$ cat config.mk
export PLATFORM = sky130hd
export DESIGN_NAME = ccr_comparator_reference
export DESIGN_NICKNAME = d
export VERILOG_FILES = /design/src/ccr_pkg.sv /design/src/ccr_comparator_reference.sv
export VERILOG_INCLUDE_DIRS = /design/src
export SDC_FILE = /design/constraint.sdc
export NUM_CORES = 1
export LEC_CHECK = 0
export BUFFER_PORTS_ARGS = -buffer_cell sky130_fd_sc_hd__buf_4
export CAP_MARGIN = 20
export CORE_MARGIN = 1.5
export CORE_UTILIZATION = 40
export DETAILED_ROUTE_END_ITERATION = 8
export GPL_TIMING_DRIVEN = 0
export PLACE_DENSITY = 0.67
export SLEW_MARGIN = 40
export SYNTH_ARGS = -nofsm -noshare
export SYNTH_HDL_FRONTEND = slang
export SYNTH_SLANG_ARGS = --single-unit
$ cat constraint.sdc
create_clock -name mclk -period 1 [get_ports mclk]
set_clock_uncertainty 0.05 [all_clocks]
set_input_delay 0.1 -clock mclk [delete_from_list [all_inputs] [get_ports mclk]]
set_output_delay 0.1 -clock mclk [all_outputs]
set_load 0.01 [all_outputs]
$ cat src/ccr_map.svh
`ifndef CCR_MAP_SVH
`define CCR_MAP_SVH
// register offsets on the plain register port
`define CCR_ADDR_CMP_CTRL   4'h0
`define CCR_ADDR_LADDER     4'h1
`define CCR_ADDR_IRQ_STATUS 4'h2
`define CCR_ADDR_IRQ_MASK   4'h3
`define CCR_ADDR_WAKE_STAT  4'h4
// comparator control/status fields
`define CCR_CMP_OUT_LSB     5
`define CCR_CMP_EN_LSB      0
// ladder control fields
`define CCR_LAD_PWR_BIT     7
`define CCR_LAD_RANGE_BIT   5
`define CCR_LAD_SRC_BIT     4
`define CCR_LAD_LEVEL_LSB   0
// change flags sit at bits 3..1 of flag and enable registers
`define CCR_FLAG_LSB        1
// implemented-bit masks and reset values
`define CCR_CMP_WR_MASK     8'h07
`define CCR_LAD_WR_MASK     8'hBF
`define CCR_CMP_RESET       8'h00
`define CCR_LAD_RESET       8'h00
`define CCR_IRQ_RESET       8'h00
// ladder tap scaling: tap = num / den of the source span
`define CCR_LOW_RANGE_DEN   8'h18
`define CCR_HIGH_RANGE_DEN  8'h20
`define CCR_HIGH_RANGE_BASE 8'h08
`endif

$ cat src/ccr_pkg.sv
package ccr_pkg;
  // comparator reference input routing toward the analog section
  typedef enum logic [1:0] {
    CCR_REF_NONE,
    CCR_REF_EXTERNAL,
    CCR_REF_LADDER
  } ccr_ref_route_t;
  // ladder supply choice
  typedef enum logic {
    CCR_SRC_ANALOG_SUPPLY,
    CCR_SRC_EXTERNAL_PIN
  } ccr_src_t;
endpackage

$ cat src/ccr_comparator_reference.sv
// Implementation choices: the plain strobed port and the address map.
`timescale 1ns/1ns
`default_nettype none
`include "ccr_map.svh"

module ccr_comparator_reference #(
  parameter int NUM_CMP = 3
) (
  input  wire logic               mclk,
  input  wire logic               resetn,
  input  wire logic [3:0]         reg_addr,
  input  wire logic [7:0]         reg_wdata,
  input  wire logic               reg_wr,
  input  wire logic               reg_rd,
  output logic      [7:0]         reg_rdata,
  input  wire logic [NUM_CMP-1:0] comparator_raw,
  input  wire logic               sleep_active,
  output logic      [NUM_CMP-1:0] comparator_power,
  output logic                    ladder_power_on,
  output logic                    ladder_range_select,
  output ccr_pkg::ccr_src_t       ladder_source_select,
  output logic      [3:0]         ladder_level_code,
  output logic      [7:0]         ladder_tap_num,
  output logic      [7:0]         ladder_tap_den,
  output ccr_pkg::ccr_ref_route_t ref_route,
  output logic                    irq,
  output logic                    wake_request
);

  // registers
  logic [NUM_CMP-1:0] cmp_en_q;
  logic [7:0]         lad_q;
  logic [NUM_CMP-1:0] sync1_q;
  logic [NUM_CMP-1:0] sync2_q;
  logic [NUM_CMP-1:0] result_q;
  logic [NUM_CMP-1:0] latched_q;
  logic [NUM_CMP-1:0] flag_q;
  logic [NUM_CMP-1:0] mask_q;
  logic               wake_seen_q;
  logic [7:0]         rdata_q;
  logic [7:0]         tap_num_q;
  logic [7:0]         tap_den_q;
  ccr_pkg::ccr_ref_route_t route_q;
  logic               irq_q;
  logic               wake_q;

  logic               wr_cmp;
  logic               rd_cmp;
  logic               wr_lad;
  logic               wr_flag;
  logic               wr_mask;
  logic               wr_wake;
  logic [NUM_CMP-1:0] mismatch;
  logic [NUM_CMP-1:0] flag_clr;
  logic [7:0]         cmp_view;
  logic               lad_pwr;
  logic               lad_rng;
  logic               lad_src;
  logic [3:0]         lad_lvl;

  assign wr_cmp   = reg_wr && (reg_addr == `CCR_ADDR_CMP_CTRL);
  assign rd_cmp   = reg_rd && (reg_addr == `CCR_ADDR_CMP_CTRL);
  assign wr_lad   = reg_wr && (reg_addr == `CCR_ADDR_LADDER);
  assign wr_flag  = reg_wr && (reg_addr == `CCR_ADDR_IRQ_STATUS);
  assign wr_mask  = reg_wr && (reg_addr == `CCR_ADDR_IRQ_MASK);
  assign wr_wake  = reg_wr && (reg_addr == `CCR_ADDR_WAKE_STAT);
  assign lad_pwr  = lad_q[`CCR_LAD_PWR_BIT];
  assign lad_rng  = lad_q[`CCR_LAD_RANGE_BIT];
  assign lad_src  = lad_q[`CCR_LAD_SRC_BIT];
  assign lad_lvl  = lad_q[`CCR_LAD_LEVEL_LSB +: 4];
  assign flag_clr = reg_wdata[`CCR_FLAG_LSB +: NUM_CMP];
  // results and enables in their fixed slots, bits 4..3 stay zero
  assign cmp_view = {result_q, 2'b00, cmp_en_q};

  // comparator enables; sleep never touches them, only reset and writes
  always_ff @(posedge mclk or negedge resetn)
  begin
    if (!resetn)
      cmp_en_q <= NUM_CMP'(`CCR_CMP_RESET);
    else if (wr_cmp)
      cmp_en_q <= reg_wdata[`CCR_CMP_EN_LSB +: NUM_CMP];
  end

  // ladder control; bit 6 masked off so it can never store a one
  always_ff @(posedge mclk or negedge resetn)
  begin
    if (!resetn)
      lad_q <= `CCR_LAD_RESET;
    else if (wr_lad)
      lad_q <= reg_wdata & `CCR_LAD_WR_MASK;
  end

  // analog results cross into mclk through two flops; disabled reads zero
  always_ff @(posedge mclk or negedge resetn)
  begin
    if (!resetn)
    begin
      sync1_q  <= '0;
      sync2_q  <= '0;
      result_q <= '0;
    end
    else
    begin
      sync1_q  <= comparator_raw;
      sync2_q  <= sync1_q;
      result_q <= sync2_q & cmp_en_q;
    end
  end

  // reference copy of outputs; any access of the control register ends mismatch
  assign mismatch = result_q ^ latched_q;
  always_ff @(posedge mclk or negedge resetn)
  begin
    if (!resetn)
      latched_q <= '0;
    else if (wr_cmp || rd_cmp)
      latched_q <= result_q;
  end

  // sticky change flags, write one to clear, a live mismatch wins over clear
  always_ff @(posedge mclk or negedge resetn)
  begin
    if (!resetn)
      flag_q <= NUM_CMP'(`CCR_IRQ_RESET);
    else
      flag_q <= (flag_q & ~(wr_flag ? flag_clr : '0)) | mismatch;
  end

  // interrupt mask, same layout as the flags
  always_ff @(posedge mclk or negedge resetn)
  begin
    if (!resetn)
      mask_q <= '0;
    else if (wr_mask)
      mask_q <= reg_wdata[`CCR_FLAG_LSB +: NUM_CMP];
  end

  // interrupt and wake stay live in sleep, no clock gating here
  always_ff @(posedge mclk or negedge resetn)
  begin
    if (!resetn)
    begin
      irq_q  <= 1'b0;
      wake_q <= 1'b0;
    end
    else
    begin
      irq_q  <= |(flag_q & mask_q);
      wake_q <= sleep_active && |(flag_q & mask_q);
    end
  end

  // sticky record that a wake-up was raised, write one to clear
  always_ff @(posedge mclk or negedge resetn)
  begin
    if (!resetn)
      wake_seen_q <= 1'b0;
    else if (wake_q)
      wake_seen_q <= 1'b1;
    else if (wr_wake && reg_wdata[0])
      wake_seen_q <= 1'b0;
  end

  // ladder tap ratio and reference routing toward the analog section
  always_ff @(posedge mclk or negedge resetn)
  begin
    if (!resetn)
    begin
      tap_num_q <= `CCR_HIGH_RANGE_BASE; // reset fields mean high range, level 0
      tap_den_q <= `CCR_HIGH_RANGE_DEN;
      route_q   <= ccr_pkg::CCR_REF_NONE;
    end
    else
    begin
      if (lad_rng)
      begin
        tap_num_q <= {4'h0, lad_lvl};
        tap_den_q <= `CCR_LOW_RANGE_DEN;
      end
      else
      begin
        tap_num_q <= `CCR_HIGH_RANGE_BASE + {4'h0, lad_lvl};
        tap_den_q <= `CCR_HIGH_RANGE_DEN;
      end
      // powered ladder always feeds comparators; off only bypass or nothing
      if (lad_pwr)
        route_q <= ccr_pkg::CCR_REF_LADDER;
      else if (lad_src)
        route_q <= ccr_pkg::CCR_REF_EXTERNAL;
      else
        route_q <= ccr_pkg::CCR_REF_NONE;
    end
  end

  // read port, data one cycle after the strobe, unmapped reads zero
  always_ff @(posedge mclk or negedge resetn)
  begin
    if (!resetn)
      rdata_q <= 8'h00;
    else if (reg_rd)
    begin
      case (reg_addr)
        `CCR_ADDR_CMP_CTRL:   rdata_q <= cmp_view;
        `CCR_ADDR_LADDER:     rdata_q <= lad_q;
        `CCR_ADDR_IRQ_STATUS: rdata_q <= {4'h0, flag_q, 1'b0};
        `CCR_ADDR_IRQ_MASK:   rdata_q <= {4'h0, mask_q, 1'b0};
        `CCR_ADDR_WAKE_STAT:  rdata_q <= {7'h00, wake_seen_q};
        default:              rdata_q <= 8'h00;
      endcase
    end
    else
      rdata_q <= 8'h00;
  end

  assign reg_rdata            = rdata_q;
  assign comparator_power     = cmp_en_q;
  assign ladder_power_on      = lad_pwr;
  assign ladder_range_select  = lad_rng;
  assign ladder_source_select = ccr_pkg::ccr_src_t'(lad_src);
  assign ladder_level_code    = lad_lvl;
  assign ladder_tap_num       = tap_num_q;
  assign ladder_tap_den       = tap_den_q;
  assign ref_route            = route_q;
  assign irq                  = irq_q;
  assign wake_request         = wake_q;

  // checks
  a_change_sets_flag: assert property (@(posedge mclk) disable iff (!resetn)
    (mismatch[0]) |=> flag_q[0])
    else $error("comparator change did not set flag");
  a_access_ends_mis: assert property (@(posedge mclk) disable iff (!resetn)
    (rd_cmp && $stable(result_q)) |=> ##0 (latched_q == $past(result_q)))
    else $error("access did not end mismatch");
  a_sleep_keeps_en: assert property (@(posedge mclk) disable iff (!resetn)
    (!$past(wr_cmp) && $fell(sleep_active)) |-> $stable(cmp_en_q))
    else $error("wake changed comparator enables");
  a_wake_on_irq: assert property (@(posedge mclk) disable iff (!resetn)
    (sleep_active && |(flag_q & mask_q)) |=> wake_request)
    else $error("no wake request in sleep");
  a_irq_follows: assert property (@(posedge mclk) disable iff (!resetn)
    (|(flag_q & mask_q)) |=> irq)
    else $error("masked flag did not raise interrupt");
  a_route_ladder: assert property (@(posedge mclk) disable iff (!resetn)
    lad_pwr |=> (ref_route == ccr_pkg::CCR_REF_LADDER))
    else $error("powered ladder not routed");
  a_route_bypass: assert property (@(posedge mclk) disable iff (!resetn)
    (!lad_pwr && lad_src) |=> (ref_route == ccr_pkg::CCR_REF_EXTERNAL))
    else $error("external bypass not routed");
  a_low_range_tap: assert property (@(posedge mclk) disable iff (!resetn)
    lad_rng |=> (ladder_tap_den == `CCR_LOW_RANGE_DEN &&
                 ladder_tap_num == {4'h0, $past(lad_lvl)}))
    else $error("low range tap wrong");
  a_high_range_tap: assert property (@(posedge mclk) disable iff (!resetn)
    !lad_rng |=> (ladder_tap_den == `CCR_HIGH_RANGE_DEN &&
                  ladder_tap_num == `CCR_HIGH_RANGE_BASE + {4'h0, $past(lad_lvl)}))
    else $error("high range tap wrong");
  a_bit6_zero: assert property (@(posedge mclk) disable iff (!resetn)
    lad_q[6] == 1'b0)
    else $error("ladder bit 6 stored a one");

endmodule
`default_nettype wire

==> flow_results.org <==
** Place
- Port buffering added 47 buffers.
- Cell area after placement :: about 2400 um^2
- Instance count after placement with tap cells included :: roughly 240
- Final Wtd Congestion :: slightly below 0.8
- DP Wirelength :: between 2000 and 3000 um

** Worst hold path
- The min-delay analysis places its worst path in the category in2reg.

** Die
- Boundary Pins :: 58
- In this run the horizontal extent of the chip is approximately 72 um.
- Initial standard-cell utilization of the core :: 0.4248
- # rows :: 24
- Chip height :: just over 70 um
- Die area :: just over 5000 um^2
- Floorplan Core Area :: 4474 um^2

** Clock tree
- Sinks on Clock Net :: 48
- Clock tree from TritonCTS :: yes
- The clock reaches the later pin of the worst-skew pair after between 200 and 300 ps.
- Worst-case clock buffer depth :: 2
- Max H-tree Level :: 2
- The cell sitting at the root of the clock tree is a clkbuf_8.
- In this run, CTS created clock tree buffers numbering 5.
- Clock-pin transition on the worst setup and hold timing paths :: approximately 80 ps

** Layout
- Share of cells above drive strength 1 :: 0.5291
- Area grow syn2layout :: 51.88%
- Fin cells :: 275
- After filler insertion, the fill cell instance count of the layout stands at about 340.
- Net count, final :: between 200 and 250
- After routing the design area is approximately 2900 um^2.
- 0 antenna diodes ended up in the layout.
- Reg area :: ~1200 um^2
- Combined area of the multi-input logic cells :: about 740 um^2

** Run status
- The run finished, with violations left.
- Violations in the final reports :: setup timing

** Worst setup path
- Required time at the worst-slack endpoint :: roughly 1100 ps
- The worst setup path is captured at a flip-flop.
- Along the worst path, the maximum fanout reaches 3.
- Worst EP arrival :: ~1300 ps
- Kind of critical path :: reg2reg
- The worst setup path is launched from a flip-flop.

** Route
- Via density per instance :: 4.905
- After detailed routing, the number of remaining DRC violations is 0.
- Across all layers, the routed design uses approximately 1,300 vias.
- For this block, the initial DRC count from the detailed router was approximately 120.
- The routed design has around 4200 um of wire.
- After detailed routing, the average wire length per cell comes to roughly 15 um.
- The detail route stage leaves a number of antenna-violating nets equal to 0.
- Router iterations before antenna repair :: 4

** Power
- For this design the total switching power over the nets is ~0.0014 W.
- Of the total power, registers draw 0.489.
- For this design the ratio of total power to cell area is between 1500 and 2000 nW/um^2.
- The worst-case IR drop observed on VDD is 0.7935 mV.
- Cell internal pwr :: ~0.0037 W
- Share of total power in the clock network :: 0.226
- Leak :: 1.382 nW
- The share of total power dissipated in combinational logic is 0.285.
- Switching share of power :: 0.2717

** Global routing
- Entering global routing, the biggest net connects between 40 and 50 pins.
- The initial antenna violation count is 0.
- The total overflow left after global routing is 0.
- Vias in the first global route :: around 1,400
- The first global-routing pass estimated 6727 um of wire.
- All-Layer GR Usage :: 0.1742

** Logic synthesis
- Number of distinct library cells after synthesis :: 34
- Number of warning messages in the yosys log :: 0
- Count of state elements after synthesis :: 48
- Syn Inst Count :: 135
- After synthesis the cells add up to 1901 um^2.
- Of the synthesized area, sequential elements account for 0.6333.
- Syn avg cell area :: roughly 14 um^2

** Flow run
- Number of max-cap violations :: 0

** STA
- Setup violations remaining at the end of the flow were counted as 23.
- Pin slew with the least headroom to its limit :: 588.5 ps
- Final max-slew violation count :: 0
- Final hold violation count :: 0
- Counting I/O delays and the setup requirement, the final critical path takes roughly 1100 ps.
- The worst pin sits at a relative slew slack of 0.6077.
- Period utilization :: 1.149
- Highest clock rate :: around 870 MHz
- Setup repair after global routing could not meet its margin everywhere.
- Final setup margin :: -149.3 ps
state kept, by name, indices dropped and copies added (netlist names):
| register | flops |
|---|---|
| ladder_tap_num | 5 |
| mask_q | 3 |
| wake_seen_q | 1 |
| sync1_q | 3 |
| result_q | 3 |
| latched_q | 3 |
| flag_q | 3 |
| ref_route | 2 |
| sync2_q | 3 |
| irq | 1 |
| reg_rdata | 8 |
| comparator_power | 3 |
| wake_request | 1 |
| ladder_tap_den | 2 |
| lad_q | 7 |
synthesized netlist by cell type (all sizes together):
cell,number,share of area
nor4b,1,0.0046
ha,1,0.0066
mux2i,6,0.032
and2,3,0.0099
a222oi,1,0.0053
nor2,8,0.028
inv,2,0.0040
nand3b,2,0.0079
and3,1,0.0033
o21ai,1,0.0026
o31ai,3,0.012
nor3,1,0.0026
a22oi,1,0.0040
a2111oi,1,0.0046
conb,1,0.0020
nor2b,2,0.0066
or3,1,0.0059
o21a,1,0.0040
or3b,1,0.0046
o22a,2,0.011
dfstp,2,0.028
mux2,18,0.11
xnor2,3,0.014
nand3,1,0.0026
nor4,1,0.0033
buf,12,0.048
a21o,1,0.0040
nand2,11,0.022
dfrtp,46,0.61
power by group through the flow:
stage	clock [W]	sequential [W]	combinational (W)
detailed placement	0	0.00253	0.00107
floorplan	0	0.00259	0.000434
global route	0.00131	0.00256	0.00157
global placement	0	0.00251	0.00105
CTS	0.00121	0.00249	0.00138
finish	0.00116	0.00252	0.00146
routing by layer:
layer | vias to the layer above | GRT usage | wire [um]
li1 | 622 | - | -
met1 | 661 | 0.2199 | 1754
met2 | 58 | 0.2809 | 2105
met3 | 8 | 0.05139 | 282
met4 | 0 | 0.07547 | 85
met5 | - | 0 | 0
worst paths after layout:
| path | cells after the start | startpoint | slack, ps | end |
|---|---|---|---|---|
| min in group asynchronous | 2 | resetn | 300 | ladder_tap_num[0] |
| worst max register to register | 2 | mask_q[2] | -150 | irq |
| worst max-delay path | 2 | mask_q[2] | -150 | irq |
| max in group asynchronous | 2 | resetn | 200 | reg_rdata[1] |
| worst min-delay path | 2 | reg_wdata[2] | 20 | mask_q[1] |
| worst min register to register | 0 | sync1_q[2] | 300 | sync2_q[2] |
critical path, stage by stage, from the launching register on:
cell      delay [ps]
dfrtp_1          420
a222oi_1         470
inv_1             90
timing repair:
action                     in CTS  in global routing
gates cloned                    0                  0
hold buffers                    9                  2
resized for setup              26                 21
hold endpoints to repair       54                  2
setup endpoints to repair      27                 41
pin swaps                       5                  3
setup buffers                  15                  1
placed cells by master, fill, tap and decap left out, types with 2 or more instances in the layout:
cell type	instances
buf_4	47
dfrtp_1	46
buf_6	23
mux2_4	13
nand2_1	11
dlygate4sd3_1	11
conb_1	8
clkbuf_8	6
mux2i_1	5
nor2_1	5
mux2_2	5
xnor2_1	3
and2_1	3
inv_1	2
nand3b_1	2
o22a_2	2
nor2b_1	2
o31ai_2	2
clkinv_2	2
buf_8	2
dfstp_2	2
kinds of logic (layout without fill, tap and decap cells):
family / after synthesis / count (layout) / share of synthesized area
flip-flops: 48 / 48 / 0.6333
AND/OR/NAND/NOR: 33 / 33 / 0.1014
multiplexers: 24 / 24 / 0.1442
buffers and inverters: 14 / 95 / 0.05201
AO/OA/AOI/OAI: 11 / 11 / 0.04674
XOR/XNOR: 3 / 3 / 0.01383
adder cells (fa/ha/maj): 1 / 1 / 0.006582
other: 1 / 8 / 0.001973
metrics by stage:
stage	setup TNS, ps	setup slack, ps	power (W)	hold slack, ps	util
CTS	-1019	-85.90	0.005073	1.235	0.6202
global placement	-7026	-447.3	0.003567	85.68	0.5299
finish	-1144	-149.3	0.005141	20.30	0.6451
detailed placement	-7267	-465.7	0.003602	98.12	0.5299
global route	-2035	-220.0	0.005440	8.037	0.6451
floorplan	-2208	-186.1	0.003023	-245.6	-
area by class of cell:
| cell class | count | area share |
|---|---|---|
| Clock buffer | 6 | 0.02861 |
| Tap cell | 52 | 0.02254 |
| Timing Repair Buffer | 74 | 0.2388 |
| Sequential cell | 48 | 0.4170 |
| Buffer | 11 | 0.03034 |
| Inverter | 2 | 0.002601 |
| Multi-Input combinational cell | 80 | 0.2566 |
| Clock inverter | 2 | 0.003468 |
Note: power is estimated with default switching activity, not from simulation.
